==> src/include/adc_seq_consts.vh <==
`ifndef ADC_SEQ_CONSTS_VH
`define ADC_SEQ_CONSTS_VH

// ----------------------------------------------------------------------
// clocking and time
// ----------------------------------------------------------------------
`define MCLK_NS           4
`define SYSCLK_NS         1000
`define SYSCLK_CYC        (`SYSCLK_NS / `MCLK_NS)
`define CONV_US           20
`define CYCLE_US          40
`define EXTRA_SAMPLE_SYS  12
`define FILT_RISES        2'd2

// ----------------------------------------------------------------------
// converter and serial frame
// ----------------------------------------------------------------------
`define SAR_BITS          8
`define TICKS_PER_BIT     ((`CONV_US * 1000) / (`SYSCLK_NS * `SAR_BITS))
`define ADDR_BITS         4
`define ADDR_EDGES        4'd4
`define SAMPLE_EDGE       4'd3
`define LAST_EDGE         4'd7
`define XFER_EDGES        4'd8
`define SELFTEST_ADDR     4'hb
`define SELFTEST_CODE     8'h80
`define RESULT_RESET      8'h00
`define SAR_FIRST_TRIAL   8'h80

`endif

==> src/core/pin_sync.v <==
`timescale 1ns/1ps
`include "adc_seq_consts.vh"

module pin_sync #(
	parameter W = 4
) (
	input  wire         mclk_i,
	input  wire         rst_n_i,
	input  wire [W-1:0] pin_i,
	output wire [W-1:0] lvl_o,
	output wire [W-1:0] rise_o,
	output wire [W-1:0] fall_o
);

	reg [W-1:0] meta_q;
	reg [W-1:0] sync_q;
	reg [W-1:0] prev_q;

	// --------------------------------------------------------------------
	// two-flop synchroniser, third flop only for edge finding
	// --------------------------------------------------------------------
	// pins idle high so the select line starts deasserted
	always @(posedge mclk_i or negedge rst_n_i) begin
		if (!rst_n_i) begin
			meta_q <= {W{1'b1}};
			sync_q <= {W{1'b1}};
			prev_q <= {W{1'b1}};
		end else begin
			meta_q <= pin_i;
			sync_q <= meta_q;
			prev_q <= sync_q;
		end
	end

	// edges compare the second and third flops, never the first
	assign lvl_o  = sync_q;
	assign rise_o = sync_q & ~prev_q;
	assign fall_o = ~sync_q & prev_q;

endmodule // pin_sync

==> src/core/sar_engine.v <==
`timescale 1ns/1ps
`include "adc_seq_consts.vh"

module sar_engine #(
	parameter W   = `SAR_BITS,
	parameter TPB = `TICKS_PER_BIT
) (
	input  wire         mclk_i,
	input  wire         rst_n_i,
	input  wire         start_i,
	input  wire         abort_i,
	input  wire         tick_i,
	input  wire         cmp_i,
	input  wire         selftest_i,
	output reg  [W-1:0] trial_o,
	output reg  [W-1:0] code_o,
	output reg          done_o
);

	reg [2:0] bit_q;
	reg [3:0] ph_q;
	reg       run_q;
	reg [W-1:0] acc_q;
	reg       keep;
	reg [W-1:0] acc_d;

	// set one weight bit on top of the bits already decided
	function [W-1:0] set_bit;
		input [W-1:0] v;
		input [2:0]   b;
		begin
			set_bit = v | ({{(W-1){1'b0}}, 1'b1} << b);
		end
	endfunction

	// --------------------------------------------------------------------
	// decision for the current weight
	// --------------------------------------------------------------------
	// self-test compares against the internal mid-scale level
	always @* begin
		keep  = selftest_i ? (`SELFTEST_CODE >= trial_o) : cmp_i;
		acc_d = keep ? trial_o : acc_q;
	end

	// --------------------------------------------------------------------
	// one weight per TPB system ticks, first tick lets the dac settle
	// --------------------------------------------------------------------
	always @(posedge mclk_i or negedge rst_n_i) begin
		if (!rst_n_i) begin
			bit_q   <= 3'd0;
			ph_q    <= 4'd0;
			run_q   <= 1'b0;
			acc_q   <= {W{1'b0}};
			trial_o <= {W{1'b0}};
			code_o  <= `RESULT_RESET;
			done_o  <= 1'b0;
		end else begin
			done_o <= 1'b0;
			if (abort_i) begin
				run_q <= 1'b0;
			end else if (start_i) begin
				run_q   <= 1'b1;
				bit_q   <= W[2:0] - 3'd1;
				ph_q    <= 4'd0;
				acc_q   <= {W{1'b0}};
				trial_o <= set_bit({W{1'b0}}, W[2:0] - 3'd1);
			end else if (run_q && tick_i) begin
				if (ph_q == TPB[3:0] - 4'd1) begin
					ph_q  <= 4'd0;
					acc_q <= acc_d;
					if (bit_q == 3'd0) begin
						run_q   <= 1'b0;
						code_o  <= acc_d;
						trial_o <= acc_d;
						done_o  <= 1'b1;
					end else begin
						bit_q   <= bit_q - 3'd1;
						trial_o <= set_bit(acc_d, bit_q - 3'd1);
					end
				end else begin
					ph_q <= ph_q + 4'd1;
				end
			end
		end
	end

endmodule // sar_engine

==> src/core/serial_adc_control_sequencer.v <==
`timescale 1ns/1ps
`include "adc_seq_consts.vh"

// Function
// - select high: output released, transfer clock and address ignored.
// - select low recognized after two system rises then one system fall.
// - on recognition, previous result msb appears with no clock edge.
// - first four transfer clock rises capture 4-bit address, msb first.
// - first four transfer clock falls shift out result bits two to five.
// - sampling of the new channel starts after the fourth fall.
// - falls five to seven shift out result bits six, seven, eight.
// - eighth fall starts 12 system clock extra sampling, output released.
// - conversion follows, done within 20 us; cycle repeats every 40 us.
// - recognized select fall during conversion resets and aborts it.
// - new full sequence before conversion ends aborts it; old result out.
// - end-of-conversion goes low on the eighth transfer clock fall.
// - end-of-conversion goes high when the result is ready.
// - address 1011 converts internal self-test level near mid-scale.
// - above high reference gives all ones, below low gives all zeros.
// - any of eleven inputs or self-test, in any order.
// - output released on select rise or eighth transfer clock fall.

module serial_adc_control_sequencer #(
	parameter SYS_DIV = `SYSCLK_CYC,
	parameter DIV_W   = 8,
	parameter W       = `SAR_BITS
) (
	input  wire         mclk_i,
	input  wire         rst_n_i,
	input  wire         sel_n_i,
	input  wire         xfer_clk_i,
	input  wire         addr_i,
	input  wire         cmp_i,
	output reg          dout_o,
	output reg          dout_oe_n_o,
	output reg          eoc_o,
	output reg  [3:0]   chan_o,
	output reg          sample_o,
	output wire [W-1:0] dac_o,
	output reg          sel_ok_o,
	output reg          conv_busy_o
);

	// conversion phases
	// idle doubles as the state left behind by any abort
	localparam C_IDLE = 2'b00;
	localparam C_SAMP = 2'b01;
	localparam C_CONV = 2'b10;

	// --------------------------------------------------------------------
	// declarations
	// --------------------------------------------------------------------
	wire [3:0]       s_lvl;
	wire [3:0]       s_rise;
	wire [3:0]       s_fall;
	wire             sel_hi;
	wire             xrise;
	wire             xfall;
	wire             addr_bit;
	wire             cmp_bit;
	reg  [DIV_W-1:0] div_q;
	wire             sys_rise;
	wire             sys_fall;
	reg  [1:0]       frise_q;
	wire             sel_set;
	reg  [3:0]       xcnt_q;
	reg  [3:0]       addr_sh_q;
	reg  [W-1:0]     sh_q;
	reg  [W-1:0]     result_q;
	reg  [1:0]       cst_q;
	reg  [3:0]       scnt_q;
	wire             io_rise;
	wire             io_fall;
	wire             new_seq;
	wire             samp_done;
	wire             sar_abort;
	wire [W-1:0]     sar_code;
	wire             sar_done;
	wire             take_result;

	// --------------------------------------------------------------------
	// shared decode
	// --------------------------------------------------------------------
	// recognized and still low: the only state in which the pins count
	function live;
		input ok;
		input hi;
		begin
			live = ok && !hi;
		end
	endfunction

	// --------------------------------------------------------------------
	// pin synchronisers
	// --------------------------------------------------------------------
	// all four pins share one delay, so address stays aligned with clock
	// and a metastable pin level never reaches more than one flop
	pin_sync #(
		.W (4)
	) u_sync (
		.mclk_i  (mclk_i),
		.rst_n_i (rst_n_i),
		.pin_i   ({cmp_i, addr_i, xfer_clk_i, sel_n_i}),
		.lvl_o   (s_lvl),
		.rise_o  (s_rise),
		.fall_o  (s_fall)
	);

	assign sel_hi   = s_lvl[0];
	assign xrise    = s_rise[1];
	assign xfall    = s_fall[1];
	assign addr_bit = s_lvl[2];
	assign cmp_bit  = s_lvl[3];

	// --------------------------------------------------------------------
	// internal system clock, about 1 us
	// --------------------------------------------------------------------
	// free running; its phase is not tied to select, so recognition
	// takes anywhere between one and a half and two and a half system periods
	always @(posedge mclk_i or negedge rst_n_i) begin
		if (!rst_n_i) begin
			div_q <= {DIV_W{1'b0}};
		end else if (div_q == SYS_DIV[DIV_W-1:0] - 1'b1) begin
			div_q <= {DIV_W{1'b0}};
		end else begin
			div_q <= div_q + 1'b1;
		end
	end

	assign sys_rise = (div_q == {DIV_W{1'b0}});
	assign sys_fall = (div_q == SYS_DIV[DIV_W:1]);

	// --------------------------------------------------------------------
	// select noise filter
	// --------------------------------------------------------------------
	// a low glitch shorter than the filter never reaches the sequencer
	// counting restarts whenever the synced level goes high again
	assign sel_set = !sel_ok_o && !sel_hi && sys_fall &&
		(frise_q == `FILT_RISES);

	always @(posedge mclk_i or negedge rst_n_i) begin
		if (!rst_n_i) begin
			frise_q  <= 2'd0;
			sel_ok_o <= 1'b0;
		end else if (sel_hi) begin
			frise_q  <= 2'd0;
			sel_ok_o <= 1'b0;
		end else if (sel_set) begin
			sel_ok_o <= 1'b1;
		end else if (!sel_ok_o && sys_rise &&
			frise_q != `FILT_RISES) begin
			frise_q <= frise_q + 2'd1;
		end
	end

	// --------------------------------------------------------------------
	// qualified transfer clock events
	// --------------------------------------------------------------------
	// edges count only once select is recognized and still low
	assign io_rise   = xrise && live(sel_ok_o, sel_hi);
	assign io_fall   = xfall && live(sel_ok_o, sel_hi);
	assign new_seq   = io_rise && (xcnt_q == `XFER_EDGES);
	assign samp_done = (cst_q == C_SAMP) && sys_rise &&
		(scnt_q == `EXTRA_SAMPLE_SYS - 1);
	// leaving the conversion early must also stop the engine
	assign sar_abort = (sel_set || new_seq) && (cst_q != C_IDLE);

	// an abort in the same cycle as done keeps the old result, so a cut
	// conversion never overwrites what the host reads next
	assign take_result = sar_done && !sar_abort;

	// --------------------------------------------------------------------
	// successive approximation engine
	// --------------------------------------------------------------------
	// trial level drives the dac pins directly; cmp_bit answers it
	sar_engine #(
		.W   (W),
		.TPB (`TICKS_PER_BIT)
	) u_sar (
		.mclk_i     (mclk_i),
		.rst_n_i    (rst_n_i),
		.start_i    (samp_done),
		.abort_i    (sar_abort),
		.tick_i     (sys_rise),
		.cmp_i      (cmp_bit),
		.selftest_i (chan_o == `SELFTEST_ADDR),
		.trial_o    (dac_o),
		.code_o     (sar_code),
		.done_o     (sar_done)
	);

	// --------------------------------------------------------------------
	// frame and conversion sequencer
	// --------------------------------------------------------------------
	// conversion runs on whatever select does; later transfer events
	// in the same cycle override it, so an abort always wins
	always @(posedge mclk_i or negedge rst_n_i) begin
		if (!rst_n_i) begin
			xcnt_q      <= `XFER_EDGES;
			addr_sh_q   <= 4'h0;
			sh_q        <= `RESULT_RESET;
			result_q    <= `RESULT_RESET;
			dout_o      <= 1'b0;
			dout_oe_n_o <= 1'b1;
			eoc_o       <= 1'b1;
			chan_o      <= 4'h0;
			sample_o    <= 1'b0;
			cst_q       <= C_IDLE;
			scnt_q      <= 4'd0;
			conv_busy_o <= 1'b0;
		end else begin
			// conversion progress, independent of select (host keeps it
			// high or the clock low meanwhile)
			case (cst_q)
			// counts system rises only; transfer clock plays no part here
			C_SAMP: begin
				if (sys_rise) begin
					scnt_q <= scnt_q + 4'd1;
				end
				if (samp_done) begin
					cst_q    <= C_CONV;
					sample_o <= 1'b0;
				end
			end
			C_CONV: begin
				// a same-cycle abort is handled by the frame logic below
				if (take_result) begin
					result_q    <= sar_code;
					eoc_o       <= 1'b1;
					cst_q       <= C_IDLE;
					conv_busy_o <= 1'b0;
					// select held low across conversions: show msb
					if (live(sel_ok_o, sel_hi)) begin
						sh_q        <= sar_code;
						dout_o      <= sar_code[W-1];
						dout_oe_n_o <= 1'b0;
						xcnt_q      <= 4'd0;
					end
				end
			end
			default: begin
				scnt_q <= 4'd0;
			end
			endcase

			// serial frame
			// select handling first, then transfer edges in order
			if (sel_hi) begin
				// a frame cut by select rise is dropped; conversion goes on
				dout_oe_n_o <= 1'b1;
				if (xcnt_q != `XFER_EDGES) begin
					xcnt_q <= `XFER_EDGES;
				end
			end else if (sel_set) begin
				sh_q        <= result_q;
				dout_o      <= result_q[W-1];
				dout_oe_n_o <= 1'b0;
				xcnt_q      <= 4'd0;
				if (cst_q != C_IDLE) begin
					cst_q       <= C_IDLE;
					sample_o    <= 1'b0;
					eoc_o       <= 1'b1;
					conv_busy_o <= 1'b0;
				end
			end else if (new_seq) begin
				// restart mid-conversion: old result goes out again
				cst_q       <= C_IDLE;
				sample_o    <= 1'b0;
				conv_busy_o <= 1'b0;
				sh_q        <= result_q;
				dout_o      <= result_q[W-1];
				dout_oe_n_o <= 1'b0;
				xcnt_q      <= 4'd0;
				addr_sh_q   <= {addr_sh_q[2:0], addr_bit};
			end else if (io_rise && xcnt_q < `ADDR_EDGES) begin
				addr_sh_q <= {addr_sh_q[2:0], addr_bit};
			end else if (io_fall && xcnt_q < `XFER_EDGES) begin
				// each fall moves the next result bit out
				xcnt_q <= xcnt_q + 4'd1;
				sh_q   <= {sh_q[W-2:0], 1'b0};
				dout_o <= sh_q[W-2];
				if (xcnt_q == `SAMPLE_EDGE) begin
					// any code is taken, reserved ones included
					chan_o   <= addr_sh_q;
					sample_o <= 1'b1;
				end
				if (xcnt_q == `LAST_EDGE) begin
					dout_oe_n_o <= 1'b1;
					eoc_o       <= 1'b0;
					cst_q       <= C_SAMP;
					scnt_q      <= 4'd0;
					conv_busy_o <= 1'b1;
				end
			end
		end
	end

endmodule // serial_adc_control_sequencer

==> config.mk <==
export PLATFORM = sky130hd
export DESIGN_NAME = serial_adc_control_sequencer
export DESIGN_NICKNAME = d
export VERILOG_FILES = /design/src/core/pin_sync.v /design/src/core/sar_engine.v /design/src/core/serial_adc_control_sequencer.v
export VERILOG_INCLUDE_DIRS = /design/src /design/src/include
export SDC_FILE = /design/constraint.sdc
export NUM_CORES = 1
export LEC_CHECK = 0
export BUFFER_PORTS_ARGS = -buffer_cell sky130_fd_sc_hd__buf_4
export CAP_MARGIN = 20
export CORE_ASPECT_RATIO = 1.25
export CORE_MARGIN = 3
export CORE_UTILIZATION = 48
export CTS_CLUSTER_SIZE = 20
export DETAILED_ROUTE_END_ITERATION = 8
export PLACE_DENSITY_LB_ADDON = 0.15
export SLEW_MARGIN = 20
export SYNTH_ARGS = -nofsm -noshare
export SYNTH_HDL_FRONTEND = slang
export SYNTH_SLANG_ARGS = --single-unit
==> constraint.sdc <==
create_clock -name mclk_i -period 3.4 [get_ports mclk_i]
set_clock_uncertainty 0.05 [all_clocks]
set_input_delay 0.68 -clock mclk_i [delete_from_list [all_inputs] [get_ports mclk_i]]
set_output_delay 0.68 -clock mclk_i [all_outputs]
set_load 0.01 [all_outputs]
Word level (Yosys, flattened, before mapping)

Index checks and enable logic that the tools add are counted.

Register bits after elaboration: 93
Output and inout bits: 18

Add/sub/neg operators: 6
Magnitude comparators: 3
Eq/ne operators: 15
Shift operators: 1
Mux-type cells: 113
Bitwise logic cells: 11
Reduce and logical (&&, ||, !) cells: 40

Operators by type and width:

| operator                                        | count |
|---|---|
| 2-to-1 mux 8 bit                                | 17 |
| 2-to-1 mux 4 bit                                | 21 |
| 2-to-1 mux 1 bit                                | 57 |
| 2-to-1 mux 2 bit                                | 12 |
| logical AND 1 bit                               | 16 |
| adder 4 x 1 -> 4 bit, second input constant     | 3 |
| == test 4 bit, second input constant            | 3 |
| 2-to-1 mux 3 bit                                | 4 |
| nonzero test 2 bit                              | 6 |
| AND reduction 3 bit                             | 3 |
| nonzero test 3 bit                              | 3 |
| adder 8 x 1 -> 8 bit, second input constant     | 1 |
| == test 8 x 7 -> 1 bit, second input constant   | 1 |
| == test 8 bit, second input constant            | 1 |
| >= comparator 8 bit, first input constant       | 1 |
| logical NOT 8 bit                               | 1 |
| OR 8 bit                                        | 1 |
| one-hot mux 4 bit (2 select lines)              | 1 |
| left shift 1 x 3 -> 8 bit, first input constant | 1 |
| inverter 1 bit                                  | 6 |
| AND reduction 2 bit                             | 3 |
| AND reduction 6 bit                             | 1 |
| AND reduction 5 bit                             | 1 |
| bitwise AND 2 bit                               | 2 |
| other kinds (18)                                | 23 |

Logic depth before layout (Yosys ltp)

Depth in word-level cells: 16
Gate-level depth with buffers: 10
Gate-level depth less buffers: 7

Cells and area by module

A second synthesis with hierarchy kept.

Cells, all modules: 487
Area, all modules: 4,907.2 sq um

Modules (own cells, without submodules):

| module                       | instances | cells each | area an instance (sq um) | sequential area each (sq um) |
|---|---|---|---|---|
| serial_adc_control_sequencer | 1         | 249        | 2,536.2                  | 1,229.9 |
| sar_engine                   | 1         | 218        | 1,985.7                  | 825.8 |
| pin_sync                     | 1         | 20         | 385.4                    | 315.3 |

Worst setup path before layout

No wires, ideal clock.

Path kind: register to register
From: register cst_q[1]
To: register u_sar.code_o[7]
Setup time: 125 ps
Arrival: 2,161 ps
Required time: 3,225 ps
Setup slack: 1,064 ps
Cell stages (with the launch flop): 11
Buffers on the path: 3
Cells stage by stage: dfrtp_1 -> inv_1 -> ha_1 -> and4b_1 -> and3_1 -> clkbuf_1 -> or4_1 -> buf_2 -> buf_4 -> o21ai_1 -> o21ai_1

Cells in the longest elaborated chain, start to end: 5
Elaborated cells on any way between the ends: 8
Classes of those cells: eq/ne: 1; bitwise: 2; reduce/logical: 5

RTL lines:

| element                           | RTL line                           | RTL |
|---|---|---|
| start, declared                   | serial_adc_control_sequencer.v:70  | `reg [1:0] cst_q;` |
| start signal, assigned            | serial_adc_control_sequencer.v:208 | `cst_q <= C_IDLE;` |
| start signal, assigned            | serial_adc_control_sequencer.v:221 | `cst_q <= C_CONV;` |
| start signal, assigned            | serial_adc_control_sequencer.v:230 | `cst_q <= C_IDLE;` |
| == test 2 x 1 -> 1 bit            | serial_adc_control_sequencer.v:163 | `assign samp_done = (cst_q == C_SAMP) && sys_rise &&` |
| logical AND 1 bit (2 in series)   | serial_adc_control_sequencer.v:163 |  |
| inverter 1 bit (no line)          | -                                  |  |
| AND reduction 5 bit (no line) (*) | -                                  |  |
| end signal, assigned              | sar_engine.v:55                    | `` code_o <= `RESULT_RESET; `` |
| end, declared                     | sar_engine.v:16                    | `output reg [W-1:0] code_o,` |

Every way passes the cells marked *; elsewhere a longest branch is shown, timed or not.
A chain may end at the register's enable or synchronous reset.

Final worst setup path

From: register div_q[0]
To: register u_sar.acc_q[5]

Cells in the longest elaborated chain, start to end: 7
Elaborated cells on any way between the ends: 14
Classes of those cells: eq/ne: 1; mux: 1; bitwise: 1; reduce/logical: 11

RTL lines:

| element                         | RTL line                           | RTL |
|---|---|---|
| start, declared                 | serial_adc_control_sequencer.v:61  | `reg [DIV_W-1:0] div_q;` |
| start signal, assigned          | serial_adc_control_sequencer.v:122 | `div_q <= {DIV_W{1'b0}};` |
| start signal, assigned          | serial_adc_control_sequencer.v:124 | `div_q <= {DIV_W{1'b0}};` |
| start signal, assigned          | serial_adc_control_sequencer.v:126 | `div_q <= div_q + 1'b1;` |
| == test 8 x 7 -> 1 bit          | serial_adc_control_sequencer.v:131 | `assign sys_fall = (div_q == SYS_DIV[DIV_W:1]);` |
| logical AND 1 bit (2 in series) | serial_adc_control_sequencer.v:138 | `assign sel_set = !sel_ok_o && !sel_hi && sys_fall &&` |
| logical OR 1 bit                | serial_adc_control_sequencer.v:166 | `assign sar_abort = (sel_set \|\| new_seq) && (cst_q != C_IDLE);` |
| logical AND 1 bit               | serial_adc_control_sequencer.v:166 |  |
| inverter 1 bit (no line)        | -                                  |  |
| AND reduction 3 bit (no line)   | -                                  |  |
| end signal, assigned            | sar_engine.v:53                    | `acc_q <= {W{1'b0}};` |
| end signal, assigned            | sar_engine.v:65                    | `acc_q <= {W{1'b0}};` |
| end, declared                   | sar_engine.v:23                    | `reg [W-1:0] acc_q;` |

Parallel ways exist; a longest one is shown, timed or not.

==> impl_metrics.tcl <==
set metrics [dict create \
    outcome "finished, final reports clean" \
    grt_max_degree 55 \
    cts_buffers 9 \
    port_buffers 23 \
    syn-num-nets 416 \
    fin_cells 543 \
    rr_worst_depth 7 \
    die_height_microns 113 \
    setup_viol 0 \
    root_buffer "clkbuf_8" \
    insertedDiodeCount 0 \
    vias 3129 \
    ys.flop_type "dfrtp_1" \
    maxCapViolCount 0 \
    timing.rr.end "u_sar.acc_q[5]" \
    htree_levels 3 \
    hold_path.class "primary input to async pin" \
    layout-drive-gt1-share_pct 21.0 \
    total_power_mw 1.87 \
    final-max-slew-violation-count 0 \
    worst_ep_arrival_time_ns 3.01 \
    die-area_sq_um 10400 \
    grt_pass1_vias 3113 \
    reg2reg_from "div_q[0]" \
    dr.first_iter.drc_count 158 \
    worst_ir_drop_vdd_uv 220 \
    overflow 0 \
    num_rows 38 \
    slew-limit-headroom_pct 44.3 \
    final.setup.tns_ns 0 \
    grt_util_all_layers_pct 19.3 \
    ys_ff_latch 91 \
    syn_inst 395 \
    place_congestion 0.788 \
    fin_crit_ns 2.75 \
    fmax_mhz 363 \
    initial_utilization_pct 50.1 \
    clk_pin_slew_ns 0.08 \
    core_area_sq_um 8800 \
    crit_path_start_kind "register" \
    holdBufCountCts 0 \
    rsz0062_at_grt "false" \
    clock_path_buffers 2 \
    drc 0 \
    syn_avg_cell_area_sq_um 11.1 \
    ys_types 65 \
    yosysSeqAreaShare_pct 52.1 \
    rrSetupSlack_ns 0.65 \
    antenna_found_initial 0 \
    vias_per_cell 5.76 \
    io_pins 24 \
    postCtsSetupBuffers 0 \
    synth_area_sq_um 4400 \
    cts_resized 0 \
    final_nets 440 \
    dp.final_hpwl_microns 6650 \
    async_flop_share_pct 100 \
    first_pass_iters 4 \
    crit_type "register to register" \
    cts.sinks 91 \
    utilization_pct 55.5 \
    critPathMaxFanout 13 \
    tightestPinTransition_ns 0.829 \
    fin_crit_sh_pct 80.9 \
    required_ns 3.65 \
    die_x_microns 91.7 \
    p_per_area_nw_per_um2 382 \
    hold_viol_final 0 \
    p_leak_nw 2.16 \
    cts_tree "yes" \
    crit_path_end_kind "register" \
    dp_cells 528 \
    postRouteAntennaNets 0 \
    wire_per_inst_microns 17.2 \
    areaGrowthSynthToFinish_pct 10.9 \
    postPlaceCellArea_sq_um 4690 \
    clk_latency_ns 0.36 \
    synth_edf_count 0 \
    grt_pass1_wl_microns 15600 \
    final_cell_area_sq_um 4880 \
    routed_wl_microns 9340 \
    yosysWarningCount 0 \
]
-- power breakdown --
part	leakage [nW]	switching [mW]	total (mW)	internal (mW)
Combinational	0.854	0.0304	0.0420	0.0116
Sequential	1.22	0.00458	1.10	1.09
Clock	0.0954	0.373	0.729	0.356
Total	2.16	0.408	1.87	1.46
-- layout by cell type, fill, tap and decap left out, types with 4 or more instances in the layout --
master / instances
a21oi_1: 13
a22o_1: 6
a22oi_1: 16
and3_1: 4
buf_4: 29
clkbuf_8: 10
dfrtp_1: 79
dfstp_2: 12
ha_1: 15
inv_1: 14
mux2_2: 17
mux2i_1: 14
nand2_1: 21
nand3_1: 10
nand4_1: 4
nor2_1: 22
nor2b_1: 5
nor3_1: 11
o21ai_0: 26
o21ai_1: 11
o2bb2ai_1: 9
o31ai_1: 5
or2_2: 4
or3_1: 5
xnor2_1: 6
xor2_1: 5
-- synth_stat cells, drive strengths merged (2+ instances only) --
master   count  area share (%)
o2bb2ai      9             1.8
dfrtp       79              45
xnor2        6             1.2
nand4        5            0.85
a22oi       16             2.7
and3         4            0.57
a32oi        2            0.40
o21ai       38             4.4
a21oi       14             1.8
a31oi        2            0.28
nor2        22             1.9
dfstp       12             7.2
ha          15             4.3
nor4         3            0.57
nor2b        5            0.71
or3          5            0.71
buf          8             1.1
xor2         5            0.99
nand2b       2            0.28
or4          2            0.34
or2          5            0.71
clkbuf       8            0.68
nor4b        3             1.1
mux2        17             4.3
mux2i       14             3.2
nand2       21             1.8
o31ai        5            0.85
and4         2            0.40
or4b         2            0.54
nand3       11             1.4
inv         14             1.2
a22o         6             1.2
and2         2            0.28
nor3        13             1.7
-- routing by layer --
metal / up-vias / share of wire [%] / track usage, %
li1: 1508 / - / -
met1: 1566 / 44 / 24.3
met2: 42 / 51 / 32.5
met3: 13 / 3.1 / 4.12
met4: 0 / 2.0 / 7.75
met5: - / 0 / 0
-- cells by family after synthesis --
kind of cell | share of synthesized area (%)
AOI/OAI and AO/OA | 16.3
xor gates and xnor gates | 2.19
and+or+nand+nor | 14.6
muxes | 7.53
buffers and inverters | 2.98
DFF | 52.1
adders and majority gates | 4.26
-- worst max-delay path by stage --
stage	startpoint	end	slack (ns)	depth (start not counted)
floorplan	cst_q[1]	u_sar.code_o[7]	1.06	10
global placement	div_q[0]	u_sar.acc_q[1]	0.67	7
detailed placement	div_q[0]	u_sar.code_o[0]	0.62	7
CTS	div_q[0]	u_sar.acc_q[2]	0.63	7
global route	div_q[0]	u_sar.code_o[0]	0.42	7
finish	div_q[0]	u_sar.acc_q[5]	0.65	7
-- critical path, stage by stage (launching register included) --
cell,delay [ns]
dfrtp_1,0.44
inv_1,0.08
ha_1,0.17
nor4b_4,0.36
nand4_2,0.30
or4_1,0.68
nor2_1,0.42
a22o_1,0.19
-- per-stage QoR --
stage               hold slack, ns  setup WS (ns)
finish                       0.292          0.649
CTS                          0.309          0.626
detailed placement           0.297          0.620
global placement             0.296          0.668
global route                 0.313          0.417
floorplan                    0.295           1.06
-- area by class of cell --
| type | count | area [sq um] |
|---|---|---|
| clock buffers | 11 | 141 |
| clock inverters | 4 | 51.3 |
| fillers | 792 | 3910 |
| inverters | 14 | 52.6 |
| multi-input cells | 274 | 1980 |
| flip-flops and latches | 91 | 2290 |
| well taps | 120 | 150 |
| repair buffers | 29 | 218 |
-- sequential cells by signal, summed over array words and instances (netlist names), 7 cells and up --
| register | cells |
|---|---|
| div_q | 8 |
| u_sar.trial_o | 8 |
| u_sar.acc_q | 8 |
| u_sar.code_o | 8 |
| sh_q | 7 |
| result_q | 8 |
No activity file was read; power rests on OpenSTA's default activity.
